==> src/include/sync_serial_frame_engine_params.svh <==
// Constants for the synchronous serial frame engine.
// What this block does
// - Polarity zero or message: idle clock low
// - Polarity one: idle clock high, select high
// - Master drives clock pad; slave leaves it off
// - Master start: select low, output enabled
// - Phase one: data and first edge after half
// - Polarity zero phase one: sample falling edges
// - Polarity one phase one: sample rising edges
// - Phase zero: data half, clock edge later
// - Select rises one period after last capture
// - Phase one: select held low between words
// - Phase zero: select pulses high between words
// - Message: 8 control bits, wait, response bits
// - Message start loads shifter, MSB out immediately
// - Message: control on rising, response latched rising
// - Message single: select rises, word delivered
// - Message back-to-back: next control follows directly
// - Slave samples leading edges in phase zero, trailing in phase one, rising in message
// - Words are 4 to 16 bits, MSB first
// - Phase selects first or second capture edge
`ifndef SYNC_SERIAL_FRAME_ENGINE_PARAMS_SVH
`define SYNC_SERIAL_FRAME_ENGINE_PARAMS_SVH

`define DATA_W 16
`define MIN_BITS 5'h04
`define MAX_BITS 5'h10
`define CTRL_BITS 6'h08
`define CLK_PERIOD_NS 20
`define BIT_CLK_PERIOD_NS 160
`define HALF_PERIOD_CYC ((`BIT_CLK_PERIOD_NS / 2 + `CLK_PERIOD_NS - 1) / `CLK_PERIOD_NS)

`endif

==> src/include/sync_serial_pkg.sv <==
// Types shared by the synchronous serial frame engine.
`default_nettype none
package sync_serial_pkg;
  typedef enum logic [3:0] {
    ST_IDLE  = 4'h1,
    ST_RUN   = 4'h2,
    ST_GAP   = 4'h4,
    ST_SLAVE = 4'h8
  } state_t;
endpackage
`default_nettype wire

==> src/rtl/sync_serial_frame_engine.sv <==
// Serial frame engine: SPI-style master and slave, message-format master and slave.
`default_nettype none
`include "sync_serial_frame_engine_params.svh"
module sync_serial_frame_engine
  import sync_serial_pkg::*;
#(
  parameter int unsigned HALF_PERIOD = `HALF_PERIOD_CYC
) (
  // Clock, reset and clock enable
  input wire logic mclk_i,
  input wire logic sys_rst_i,
  input wire logic clk_en_i,
  // Configuration
  input wire logic port_enable_i,
  input wire logic master_mode_i,
  input wire logic msg_format_i,
  input wire logic clock_polarity_bit_i,
  input wire logic clock_phase_bit_i,
  input wire logic [4:0] data_bits_i,
  // Transmit word
  input wire logic tx_valid_i,
  input wire logic [`DATA_W-1:0] tx_data_i,
  output logic tx_pop_o,
  // Receive word and status
  output logic rx_valid_o,
  output logic [`DATA_W-1:0] rx_data_o,
  output logic busy_o,
  // Serial pins
  input wire logic serial_bit_clock_i,
  output logic serial_bit_clock_o,
  output logic serial_bit_clock_oe_o,
  input wire logic frame_select_i,
  output logic frame_select_o,
  output logic frame_select_oe_o,
  output logic serial_out_o,
  output logic serial_out_oe_o,
  input wire logic serial_in_i
);

  localparam int unsigned W = `DATA_W;
  localparam int unsigned DIV_W = (HALF_PERIOD > 1) ? $clog2(HALF_PERIOD) : 1;
  localparam logic [5:0] CTRL_STEPS = 6'(`CTRL_BITS * 2);

  state_t state;
  logic [DIV_W-1:0] div_cnt;
  logic tick;
  logic [5:0] step;
  logic [4:0] bit_cnt;
  logic [W-1:0] tx_shift;
  logic [W-1:0] rx_shift;
  logic sck_meta, sck_s, sck_d;
  logic fss_meta, fss_s, fss_d;
  logic sin_meta, sin_s;

  logic pol, cpha, msg;
  logic [4:0] nb;
  logic [5:0] two_nb, step_n, last_samp, cont_step, end_step;
  logic [W-1:0] tx_aligned, slv_word, rx_next;
  logic in_toggle, is_change, is_sample, is_cont, start;
  logic sck_edge, lead, trail, s_sample, s_change;

  // Half-period tick that paces every master step.
  assign tick = clk_en_i && (div_cnt == DIV_W'(HALF_PERIOD - 1));

  always_ff @(posedge mclk_i) begin
    if (sys_rst_i) begin
      div_cnt <= '0;
    end else if (clk_en_i) begin
      if (state == ST_IDLE || state == ST_SLAVE || tick) begin
        div_cnt <= '0;
      end else begin
        div_cnt <= div_cnt + 1'b1;
      end
    end
  end

  // Pin inputs pass two flip-flops; the third stage is only for edge detection.
  always_ff @(posedge mclk_i) begin
    if (sys_rst_i) begin
      sck_meta <= 1'b0;
      sck_s <= 1'b0;
      sck_d <= 1'b0;
      fss_meta <= 1'b1;
      fss_s <= 1'b1;
      fss_d <= 1'b1;
      sin_meta <= 1'b0;
      sin_s <= 1'b0;
    end else if (clk_en_i) begin
      sck_meta <= serial_bit_clock_i;
      sck_s <= sck_meta;
      sck_d <= sck_s;
      fss_meta <= frame_select_i;
      fss_s <= fss_meta;
      fss_d <= fss_s;
      sin_meta <= serial_in_i;
      sin_s <= sin_meta;
    end
  end

  // Pad enables for clock and select follow the master/slave choice.
  always_ff @(posedge mclk_i) begin
    if (sys_rst_i) begin
      serial_bit_clock_oe_o <= 1'b0;
      frame_select_oe_o <= 1'b0;
    end else if (clk_en_i) begin
      serial_bit_clock_oe_o <= master_mode_i;
      frame_select_oe_o <= master_mode_i;
    end
  end

  assign msg = msg_format_i;
  assign cpha = clock_phase_bit_i;
  assign pol = msg ? 1'b0 : clock_polarity_bit_i;

  always_comb begin
    nb = data_bits_i;
    if (data_bits_i < `MIN_BITS) begin
      nb = `MIN_BITS;
    end else if (data_bits_i > `MAX_BITS) begin
      nb = `MAX_BITS;
    end
  end

  assign two_nb = {nb, 1'b0};
  assign step_n = step + 6'h01;
  assign last_samp = msg ? two_nb + CTRL_STEPS + 6'h01 : two_nb;
  assign cont_step = msg ? two_nb + CTRL_STEPS + 6'h02 : two_nb + 6'h01;
  assign end_step = msg ? two_nb + CTRL_STEPS + 6'h03 : two_nb + 6'h02;
  // Words are left-aligned so the MSB always leaves from the top bit.
  assign tx_aligned = msg ? {tx_data_i[7:0], 8'h00} : (tx_data_i << (`MAX_BITS - nb));
  assign slv_word = tx_valid_i ? tx_aligned : '0;
  assign rx_next = {rx_shift[W-2:0], sin_s};

  // Master step classes; step counts half periods since select fell, restarting at each back-to-back word.
  always_comb begin
    if (msg) begin
      in_toggle = (step_n <= cont_step);
      is_change = !step_n[0] && (step_n <= CTRL_STEPS);
      is_sample = step_n[0] && (step_n >= CTRL_STEPS + 6'h03) && (step_n <= last_samp);
    end else begin
      in_toggle = cpha ? (step_n <= two_nb) : (step_n >= 6'h02 && step_n <= cont_step);
      is_change = step_n[0] && (step_n < two_nb);
      is_sample = !step_n[0] && (step_n <= two_nb);
    end
  end

  assign is_cont = (step_n == cont_step) && port_enable_i && master_mode_i && tx_valid_i
                   && (msg || cpha);
  assign start = (state == ST_IDLE) && clk_en_i && port_enable_i && master_mode_i
                 && tx_valid_i;

  // Slave edge classes taken from the synchronised link clock.
  assign sck_edge = sck_s != sck_d;
  assign lead = sck_edge && (sck_d == pol);
  assign trail = sck_edge && (sck_d != pol);
  assign s_sample = msg ? (sck_edge && sck_s) : (cpha ? trail : lead);
  assign s_change = !msg && (cpha ? lead : trail);

  always_ff @(posedge mclk_i) begin
    if (sys_rst_i) begin
      state <= ST_IDLE;
      step <= '0;
      bit_cnt <= '0;
      tx_shift <= '0;
      rx_shift <= '0;
      tx_pop_o <= 1'b0;
      rx_valid_o <= 1'b0;
      rx_data_o <= '0;
      busy_o <= 1'b0;
      serial_bit_clock_o <= 1'b0;
      frame_select_o <= 1'b1;
      serial_out_o <= 1'b0;
      serial_out_oe_o <= 1'b0;
    end else if (clk_en_i) begin
      tx_pop_o <= 1'b0;
      rx_valid_o <= 1'b0;
      case (state)
        ST_IDLE: begin
          serial_bit_clock_o <= pol;
          frame_select_o <= 1'b1;
          serial_out_o <= 1'b0;
          serial_out_oe_o <= 1'b0;
          busy_o <= 1'b0;
          if (port_enable_i && !master_mode_i) begin
            state <= ST_SLAVE;
          end else if (start) begin
            state <= ST_RUN;
            step <= '0;
            busy_o <= 1'b1;
            frame_select_o <= 1'b0;
            serial_out_oe_o <= 1'b1;
            tx_pop_o <= 1'b1;
            rx_shift <= '0;
            if (msg) begin
              serial_out_o <= tx_aligned[W-1];
              tx_shift <= tx_aligned << 1;
            end else begin
              tx_shift <= tx_aligned;
            end
          end
        end
        ST_RUN: begin
          if (tick) begin
            if (is_cont) begin
              // Next word starts without releasing select.
              step <= msg ? 6'h00 : 6'h01;
              serial_bit_clock_o <= !serial_bit_clock_o;
              serial_out_o <= tx_aligned[W-1];
              tx_shift <= tx_aligned << 1;
              tx_pop_o <= 1'b1;
              rx_shift <= '0;
              if (msg) begin
                rx_valid_o <= 1'b1;
                rx_data_o <= rx_shift;
              end
            end else if (step_n == end_step) begin
              state <= ST_GAP;
              frame_select_o <= 1'b1;
              serial_out_o <= 1'b0;
              serial_out_oe_o <= 1'b0;
              serial_bit_clock_o <= pol;
              if (msg) begin
                rx_valid_o <= 1'b1;
                rx_data_o <= rx_shift;
              end
            end else begin
              step <= step_n;
              if (in_toggle) begin
                serial_bit_clock_o <= !serial_bit_clock_o;
              end
              if (is_change) begin
                serial_out_o <= tx_shift[W-1];
                tx_shift <= tx_shift << 1;
              end
              if (is_sample) begin
                rx_shift <= rx_next;
                if (!msg && step_n == two_nb) begin
                  rx_valid_o <= 1'b1;
                  rx_data_o <= rx_next;
                end
              end
            end
          end
        end
        ST_GAP: begin
          // Select stays high for a half period before any new word.
          if (tick) begin
            state <= ST_IDLE;
          end
        end
        ST_SLAVE: begin
          serial_bit_clock_o <= pol;
          frame_select_o <= 1'b1;
          if (!port_enable_i || master_mode_i) begin
            state <= ST_IDLE;
            serial_out_o <= 1'b0;
            serial_out_oe_o <= 1'b0;
            busy_o <= 1'b0;
          end else if (fss_d && !fss_s) begin
            busy_o <= 1'b1;
            bit_cnt <= '0;
            rx_shift <= '0;
            tx_pop_o <= tx_valid_i;
            serial_out_oe_o <= !msg;
            if (!cpha || msg) begin
              serial_out_o <= slv_word[W-1];
              tx_shift <= slv_word << 1;
            end else begin
              tx_shift <= slv_word;
            end
          end else if (fss_s) begin
            busy_o <= 1'b0;
            serial_out_o <= 1'b0;
            serial_out_oe_o <= 1'b0;
          end else begin
            // A phase-zero word is locked until select is released.
            if (s_sample && bit_cnt < nb) begin
              rx_shift <= rx_next;
              bit_cnt <= bit_cnt + 5'h01;
              if (bit_cnt == 5'(nb - 5'h01)) begin
                rx_valid_o <= 1'b1;
                rx_data_o <= rx_next;
              end
            end
            if (s_change) begin
              if (cpha && bit_cnt == nb) begin
                serial_out_o <= slv_word[W-1];
                tx_shift <= slv_word << 1;
                tx_pop_o <= tx_valid_i;
                bit_cnt <= '0;
                rx_shift <= '0;
              end else begin
                serial_out_o <= tx_shift[W-1];
                tx_shift <= tx_shift << 1;
              end
            end
          end
        end
        default: begin
          state <= ST_IDLE;
        end
      endcase
    end
  end
endmodule
`default_nettype wire

==> config.mk <==
export PLATFORM = sky130hd
export DESIGN_NAME = sync_serial_frame_engine
export DESIGN_NICKNAME = d
export VERILOG_FILES = /design/src/include/sync_serial_pkg.sv /design/src/rtl/sync_serial_frame_engine.sv
export VERILOG_INCLUDE_DIRS = /design/src /design/src/include
export SDC_FILE = /design/constraint.sdc
export NUM_CORES = 1
export LEC_CHECK = 0
export BUFFER_PORTS_ARGS = -buffer_cell sky130_fd_sc_hd__buf_4
export CAP_MARGIN = 0
export CORE_UTILIZATION = 61
export CTS_CLUSTER_SIZE = 30
export DETAILED_ROUTE_END_ITERATION = 10
export GPL_TIMING_DRIVEN = 0
export PLACE_DENSITY = 0.88
export SLEW_MARGIN = 30
export SYNTH_ARGS = -nofsm -noshare
export SYNTH_HDL_FRONTEND = slang
export SYNTH_SLANG_ARGS = --single-unit
==> constraint.sdc <==
create_clock -name mclk_i -period 6.4 [get_ports mclk_i]
set_input_delay 1.28 -clock mclk_i [delete_from_list [all_inputs] [get_ports mclk_i]]
set_output_delay 1.28 -clock mclk_i [all_outputs]
set_load 0.05 [all_outputs]
==> flow_summary.toml, run 1 <==
[run_status]
status = "finished, final reports clean"

[logic_synthesis]
synthFlopType = "dfxtp_1"
synth.mux.area_fraction = 0.0688
yosysTopAreaCell = "dfxtp_1"
netlist_top_cells_area = "dfxtp_1 (24%), nor2_1 (5.9%), ha_1 (5.7%), a21oi_1 (5.2%), mux2i_1 (4.7%)"
avgSynthCellArea_sq_um = 7.68
synth_top_area_share = 0.244
yosysWarnings = 0
async_reset_ff_frac = 0
ys_ff_latch = 81
syn_area_sq_mm = 0.00664
synth_simple_gate_area_frac = 0.250
synth_compound_area_frac = 0.296
yosys-top-cells-count = "nor2_1 (104), dfxtp_1 (81), a21oi_1 (69)"
yosys.area_share.xor_xnor = 0.0307
yosysMostFrequentCell = "nor2_1"
synth_top_family_by_area = "compound AO/OA/AOI/OAI gates"
postSynthCellCount = 865
synth-edff-count = 0
syn_nets = 928
synth_cell_types = 76
ys_seq_area_frac = 0.244
synth_fa_ha_area_frac = 0.0565

[global_routing]
grt_max_degree = 14
use_met1 = 0.491
grt-busiest-layer = "met2"
grt_use_met3 = 0.0840
grt_usage = 0.375
grt_overflow = 0
grt_pass1_vias = 6905
grt_pass1_wl_um = 33900
met2_usage = 0.593
antenna_found_initial = 0

[cts]
cts_tree = "built"
clock-root-buffer = "clkbuf_8"
cts_resized = 8
htreeDepth = 3
cts_setup_buffers = 0
clk_pin_slew_ns = 0.08
ctsLongestPathBuffers = 2
clkSinkCount = 81
insertion_delay_ns = 0.36
cts_hold_buf = 0
cts_buffers = 9

[drt]
drt_iter0_markers = 1059
drc = 0
ant_nets = 0
dr.pass1.iters = 6
num_vias = 7343
wirelength_um = 20800
vias_per_cell = 6.86
wl_per_cell_um = 19.5

[pwr]
p_leak_nw = 2.92
power_w = 0.00130
power.density_mw_per_mm2 = 174
vdd_drop_max_mv = 0.177

[place]
gp_routability_congestion = 0.988
hpwlAfterDp_um = 15200
dp_slack_ns = -1.12
numPortBuffers = 54

[sta]
tightest_slew_ns = 0.944
fmax_mhz = 164
period_share = 0.956
drv_slew = 0
finalSetupViolCount = 0
setup_ws_ns = 0.284
hold_viol = 0
grt_setup_unrepaired = "false"
clock_skew_ns = 0.00514
fin_crit_ns = 6.12
slew_headroom = 0.362

[die]
rows = 37
die_height_um = 106
die_w_um = 106
dieArea_sq_mm = 0.0113
core_sq_mm = 0.0104
ios = 58
start_util = 0.637

[final_layout]
multi_input_area_sq_mm = 0.00470
n_fill_cell = 892
seq_area_sq_mm = 0.00162
area_delta_synth_final_pct = 12.6
fin_nets = 992
antennaDiodeCount = 0
drive_gt1_frac = 0.127

[run]
maxCapViolations = 0

[worst_setup_path]
cp_max_fo = 19
required_ns = 6.62
crit_path_start_kind = "primary input"
crit_type = "primary input to flop"
arrival_ns = 6.34
endpoint_kind = "flop"

[worst_hold_path]
min_path_type = "flop to flop"
## power by group
group	internal [W]	leakage, nW	switching (W)
Clock	0.000230	0.113	0.000189
Sequential	0.000518	0.656	0.0000139
Combinational	0.000125	2.15	0.000223
Total	0.000873	2.92	0.000425
## flip-flops by register name, indices dropped and copies added (netlist names), 2 cells and up
register and count:
bit_cnt 5, tx_shift 16, rx_data_o 16, rx_shift 16, step 6, state 4, div_cnt 2
## stage by stage
step	hold slack, ns	instance area (sq um)	utilization	TNS, ns	cells
final	0.473	7480	0.718	0	1070
after global routing	0.484	7480	0.718	0	1070
after CTS	0.469	7460	0.716	0	1071
after detailed placement	0.449	7220	0.693	-36.48	1055
after global placement	0.443	7220	0.693	-32.01	1055
after floorplan	0.431	6640	-	0	865
## worst max-delay path, stage by stage
cell and delay [ns]:
buf_4 0.09, clkbuf_1 0.33, nand2b_1 0.41, nor2_4 0.13
clkbuf_2 0.27, ha_1 0.33, clkbuf_1 0.31, clkbuf_2 0.42
mux2i_1 0.17, ha_1 0.33, and3_1 0.27, o2111a_1 0.33
nor2_1 0.12, o311a_1 0.17, a2111oi_2 0.53, inv_1 0.19
a2111oi_0 0.55, nor3_1 0.08
## worst paths after layout
path | start | to | slack [ns] | cells past startpoint
worst max-delay path | data_bits_i[4] | tx_shift[3] | 0.28 | 18
worst max register to register | step[1] | tx_shift[3] | 1.84 | 14
worst min register to register | fss_meta | fss_s | 0.47 | 1
worst min-delay path | fss_meta | fss_s | 0.47 | 1
## final cells by class
type	count	area share
Buffer	61	0.0358
Clock buffer	11	0.0189
Clock inverter	5	0.0105
Inverter	25	0.0126
Multi-Input combinational cell	697	0.628
Sequential cell	81	0.217
Tap cell	136	0.0228
Timing Repair Buffer	54	0.0542
## per-layer routing
layer	routed length, um	part of all wire
met1	8420	0.40
met2	9380	0.45
met3	2180	0.10
met4	857	0.041
met5	0	0
## cells in the final DEF (no fill, tap or decap), types with 5 or more instances in the layout
cell,count
nor2_1,102
dfxtp_1,81
a21oi_1,68
buf_4,55
nand2_1,54
clkbuf_1,46
o21ai_0,43
nand2b_1,33
mux2i_1,31
ha_1,30
nand3_1,28
nor3_1,26
a211oi_1,25
inv_1,23
a22o_1,19
xnor2_1,15
and3_1,15
nor2b_1,15
a22oi_1,13
and2_1,11
a31oi_1,10
clkbuf_8,10
nand4_1,9
o22ai_1,9
o22ai_2,9
a21o_1,8
a221oi_1,8
or3_1,7
mux4_2,6
buf_2,5
clkbuf_2,5
nor4b_1,5
o211ai_1,5
a2111oi_0,5
o221ai_1,5
## kinds of logic (layout without fill, tap and decap cells)
logic type | after synthesis | after routing
xor gates and xnor gates | 20 | 20
muxes | 38 | 38
and+or+nand+nor | 328 | 328
adders and majority gates | 30 | 30
AOI/OAI and AO/OA | 281 | 281
buffers and inverters | 87 | 156
DFF | 81 | 81
(Power assumes the default switching activity.)
==> inputs of run 2 (changes only) <==
Settings changed: BUFFER_PORTS_ARGS -buffer_cell sky130_fd_sc_hd__buf_4 to -buffer_cell sky130_fd_sc_hd__buf_2.
==> run 2 against run 1 <==
  * Non-clock buffer count is the same
  * Worst hold slack gained 0.0010 ns
  * Worst setup slack gained 0.12 ns
  * Total power shrank 7.3%
  * Clock power shrank 20%
  * Clock-buffer cell count grew 1
  * Die area is the same
  * Sequential share of layout area grew 0.58 points
  * Routed wire length shrank 0.62%
  * Maximum frequency grew 2.0%
  * Largest power group unchanged
  * Highest routed layer unchanged
==> flow_summary.toml, run 2 (synthesized netlist as in run 1, its figures left out) <==
[global_routing]
grt_pass1_wl_um = 32800
grt_max_degree = 13
grt_overflow = 0
antenna_found_initial = 0
grt_pass1_vias = 6657
grt_usage = 0.364

[worst_setup_path]
required_ns = 6.69
endpoint_kind = "flop"
critPathTopFamily = "buffers and inverters"
slowest_delay_ns = 0.54
crit_path_start_kind = "primary input"
cp_slowest_cell = "a2111oi_2"
path_buf_inv = 7
arrival_ns = 6.29
crit_top_cell = "clkbuf_2"
crit_type = "primary input to flop"
path_cells = "buf_2 > clkbuf_1 > nand2b_1 > nor2_4 > clkbuf_2 > ha_1 > clkbuf_1 > clkbuf_2 > mux2i_1 > ha_1 > and3_1 > o2111a_1 > nor2_1 > o311a_1 > a2111oi_2 > clkbuf_2 > buf_2 > nor2_1 > nor3_1"
cp_max_fo = 19
ff2ff_setup_slack_ns = 1.90

[sta]
finalSetupViolCount = 0
fin_crit_ns = 6.00
clock_skew_ns = 0.00685
period_share = 0.937
slew_headroom = 0.315
hold_viol = 0
drv_slew = 0
tightest_slew_ns = 1.01
finalSetupTns_ns = 0
grt_setup_unrepaired = "false"
fmax_mhz = 167

[final_layout]
layout_common_cells = "nor2_1 (102), dfxtp_1 (81), a21oi_1 (68)"
multi_input_area_sq_mm = 0.00470
area_delta_synth_final_pct = 9.67
fin_nets = 992
drive_gt1_frac = 0.124
seq_area_sq_mm = 0.00162
antennaDiodeCount = 0
largestRegisters = "rx_data_o (16), rx_shift (16), tx_shift (16)"
n_fill_cell = 848
mostFrequentLayoutCell = "nor2_1"

[cts]
ctsLongestPathBuffers = 2
clk_pin_slew_ns = 0.08
cts_hold_buf = 0
insertion_delay_ns = 0.37
cts_tree = "built"
clkSinkCount = 81
htreeDepth = 3
cts_buffers = 9
clock-root-buffer = "clkbuf_8"

[worst_hold_path]
min_path_type = "flop to flop"

[run]
maxCapViolations = 0

[place]
hpwlAfterDp_um = 15200
numPortBuffers = 54
gp_routability_congestion = 1.01

[drt]
wirelength_um = 20700
drt_iter0_markers = 888
num_vias = 7235
vias_per_cell = 6.77
wl_per_cell_um = 19.4
dr.pass1.iters = 6
ant_nets = 0
drc = 0

[die]
start_util = 0.637
ios = 58
die_height_um = 106
dieArea_sq_mm = 0.0113
die_w_um = 106
core_sq_mm = 0.0104
rows = 37

[pwr]
p_int_w = 0.000784
p_leak_nw = 2.86
vdd_drop_max_mv = 0.185
p_seq_frac = 0.442
clock_power_share = 0.277
power_w = 0.00120
p_switching_w = 0.000421
power.density_mw_per_mm2 = 165
p_sw_frac = 0.349
combPwrFrac = 0.281

[run_status]
status = "finished, final reports clean"
-- run 2: cell count changes in the layout (fill, tap and decap cells not counted) --
| cell | previous run | this run |
|---|---|---|
| bufinv_16 | 2 | 0 |
| buf_4 | 55 | 1 |
| clkinv_2 | 2 | 0 |
| buf_2 | 5 | 59 |
| clkinvlp_4 | 0 | 1 |
| clkbuf_1 | 46 | 47 |
-- run 2: metal layers --
layer | vias up | routed length [um] | GRT usage
met5 | - | 0 | 0
met2 | 443 | 9520 | 0.583
li1 | 3367 | - | -
met3 | 71 | 2180 | 0.0926
met1 | 3354 | 8350 | 0.466
met4 | 0 | 657 | 0.142
-- run 2: cell type report --
| cell class | instances | share of cell area |
|---|---|---|
| timing repair buffer | 54 | 0.0371 |
| multi-input combinational | 697 | 0.645 |
| sequential | 81 | 0.223 |
| tap | 136 | 0.0234 |
| inverter | 25 | 0.0129 |
| clock inverter | 2 | 0.00223 |
| clock buffer | 12 | 0.0199 |
| buffer | 61 | 0.0368 |
-- run 2: repair_timing --
item	in CTS	in global routing
gates cloned	0	0
resized for setup	8	9
endpoints found under the setup margin	33	32
setup buffers	0	0
-- run 2: path summary, 6_finish.rpt --
kind             startpoint      endpoint  cells after the start
max          data_bits_i[4]  tx_shift[13]                     19
min                fss_meta         fss_s                      1
max reg2reg         step[1]  tx_shift[13]                     15
min reg2reg        fss_meta         fss_s                      1
-- run 2: per-stage QoR --
step | worst slack (ns) | hold WS, ns | utilization | cells | cell area, sq um
after floorplan | 0.620 | 0.431 | - | 865 | 6640
after global placement | -0.979 | 0.441 | 0.680 | 1055 | 7080
after detailed placement | -1.05 | 0.445 | 0.680 | 1055 | 7080
after CTS | 0.0389 | 0.468 | 0.698 | 1069 | 7270
after global routing | 0.212 | 0.484 | 0.699 | 1068 | 7280
final | 0.402 | 0.474 | 0.699 | 1068 | 7280
-- run 2: power groups by stage --
stage / sequential [W] / combinational (W) / clock, W
after floorplan: 0.000557 / 0.000221 / 0
after global placement: 0.000542 / 0.000319 / 0
after detailed placement: 0.000543 / 0.000323 / 0
after CTS: 0.000532 / 0.000326 / 0.000333
after global routing: 0.000534 / 0.000363 / 0.000353
final: 0.000532 / 0.000338 / 0.000334
-- run 2: worst register-to-register path, delay by kind of cell (launching register included) --
family / cells / cell delay (ns)
AOI/OAI and AO/OA: 3 / 1.03
and+or+nand+nor: 6 / 0.91
DFF: 1 / 0.50
xor gates and xnor gates: 1 / 0.41
adders and majority gates: 2 / 0.71
buffers and inverters: 3 / 0.87
==> inputs of run 3 (changes only) <==
Settings changed: CAP_MARGIN 0 to 40, RECOVER_POWER set to 25.
==> run 3 against run 2 <==
  * Total power grew 5.1%
  * Largest cell class unchanged
  * Global-route usage rose by 0.39 points
  * Sequential share of layout area down 0.053 points
  * Register-to-register slack better by 0.04 ns
  * Highest routed layer unchanged
  * Critical path depth rose by 1
  * Critical endpoint unchanged
  * Cell area is 0.24% higher
  * Clock-buffer cell count unchanged
  * Clock power rose by 19%
  * Via count increased by 1.7%
  * Critical path type unchanged
==> flow_summary.toml, run 3 (synthesized netlist as in run 1, its figures left out) <==
[place]
hpwlAfterDp_um = 15200
numPortBuffers = 54
dp_cells = 1058
dp_slack_ns = -0.942
gp_routability_congestion = 1.01

[sta]
slew_headroom = 0.442
finalSetupViolCount = 0
tightest_slew_ns = 0.825
grt_setup_unrepaired = "false"
period_share = 0.932
setup_ws_ns = 0.434
fin_crit_ns = 5.97
clock_skew_ns = 0.0106
hold_slack_ns = 0.465
hold_viol = 0
drv_slew = 0
fmax_mhz = 168

[die]
rows = 37
die_w_um = 106
die_height_um = 106
dieArea_sq_mm = 0.0113
core_sq_mm = 0.0104
ios = 58
start_util = 0.637

[final_layout]
fin_nets = 996
area_delta_synth_final_pct = 9.93
layout_common_cells = "nor2_1 (102), dfxtp_1 (81), clkbuf_1 (72)"
final_cells = 1074
largestRegisters = "rx_data_o (16), rx_shift (16), tx_shift (16)"
drive_gt1_frac = 0.0991
antennaDiodeCount = 0
final_util = 0.701
mostFrequentLayoutCell = "nor2_1"

[global_routing]
grt_max_degree = 14
grt_usage = 0.368
antenna_found_initial = 0
grt_pass1_wl_um = 33200
grt_pass1_vias = 6603
grt_overflow = 0

[worst_setup_path]
crit_path_start_kind = "primary input"
critical_path.startpoint = "data_bits_i[4]"
crit_type = "primary input to flop"
endpoint_kind = "flop"
crit_end = "tx_shift[13]"
worstRegToRegCells = 16
r2r-end = "tx_shift[13]"
required_ns = 6.69
ff2ff_setup_slack_ns = 1.94
regToRegStartpoint = "step[1]"
arrival_ns = 6.25
cp_max_fo = 19

[pwr]
p_switching_w = 0.000430
power_w = 0.00127
p_seq_frac = 0.421
clock_power_share = 0.313
p_int_w = 0.000836
vdd_drop_max_mv = 0.187
p_sw_frac = 0.339
p_leak_nw = 2.79
combPwrFrac = 0.266
power.density_mw_per_mm2 = 173

[cts]
cts_tree = "built"
clkSinkCount = 81
clock-root-buffer = "clkbuf_8"
htreeDepth = 3
ctsLongestPathBuffers = 2
cts_setup_buffers = 0
cts_buffers = 9
insertion_delay_ns = 0.36
clk_pin_slew_ns = 0.08

[drt]
dr.pass1.iters = 6
vias_per_cell = 6.85
ant_nets = 0
wl_per_cell_um = 19.4
drc = 0
drt_iter0_markers = 951
wirelength_um = 20900
num_vias = 7357

[worst_hold_path]
min_path_type = "flop to flop"

[run]
maxCapViolations = 0

[run_status]
status = "finished, final reports clean"
## run 3: cell count changes in the layout (fill, tap and decap cells not counted)
cell,previous run,this run
bufinv_16,0,1
nor4_2,1,0
clkbuf_2,5,6
a2111oi_0,5,6
clkbuf_8,10,11
clkinv_2,0,1
buf_1,2,4
buf_2,59,34
nor4_1,2,3
a2111oi_2,1,0
clkbuf_1,47,72
## run 3: power groups by stage
stage	clock, W	sequential (W)	combinational (W)
after CTS	0.000395	0.000532	0.000326
after global placement	0	0.000542	0.000319
final	0.000396	0.000533	0.000337
after floorplan	0	0.000557	0.000221
after global routing	0.000418	0.000534	0.000362
after detailed placement	0	0.000543	0.000323
## run 3: worst max-delay path: stages
cell	delay (ns)
buf_2	0.10
clkbuf_1	0.32
nand2b_1	0.37
nor2_4	0.11
clkbuf_2	0.25
ha_1	0.33
clkbuf_1	0.31
clkbuf_2	0.42
mux2i_1	0.15
ha_1	0.33
and3_1	0.24
o2111a_1	0.31
nor2_1	0.11
o311a_1	0.16
a2111oi_0	0.38
buf_1	0.24
clkbuf_2	0.28
buf_2	0.30
nor2_1	0.06
nor3_1	0.16
## run 3: final cells by class
type / count / area (sq um)
clock buffers: 12 / 155
multi-input cells: 697 / 4680
clock inverters: 4 / 51.3
flip-flops and latches: 81 / 1620
well taps: 136 / 170
fillers: 897 / 3120
plain buffers: 61 / 268
inverters: 25 / 93.8
repair buffers: 58 / 255
## run 3: worst min path at each step
stage / from / endpoint / slack [ns] / cells past startpoint
floorplan: fss_meta / fss_s / 0.43 / 1
global placement: fss_meta / fss_s / 0.44 / 1
detailed placement: fss_meta / fss_s / 0.45 / 1
CTS: fss_meta / fss_s / 0.47 / 1
global route: fss_meta / fss_s / 0.48 / 1
finish: fss_meta / fss_s / 0.47 / 1
## run 3: per-layer routing
metal,share of wire,track usage,routed length (um)
met3,0.10,0.0736,2120
met4,0.030,0.124,636
met1,0.41,0.495,8530
met2,0.46,0.584,9570
met5,0,0,0
## run 3: through the flow
step                setup TNS, ns  area, sq um
finish                          0         7300
global route                    0         7300
floorplan                       0         6640
CTS                             0         7310
global placement           -28.57         7080
detailed placement         -25.98         7090
## run 3: what timing repair did
item,CTS,global route
setup endpoints to repair,36,30
hold buffers,0,0
gates resized for setup,5,9
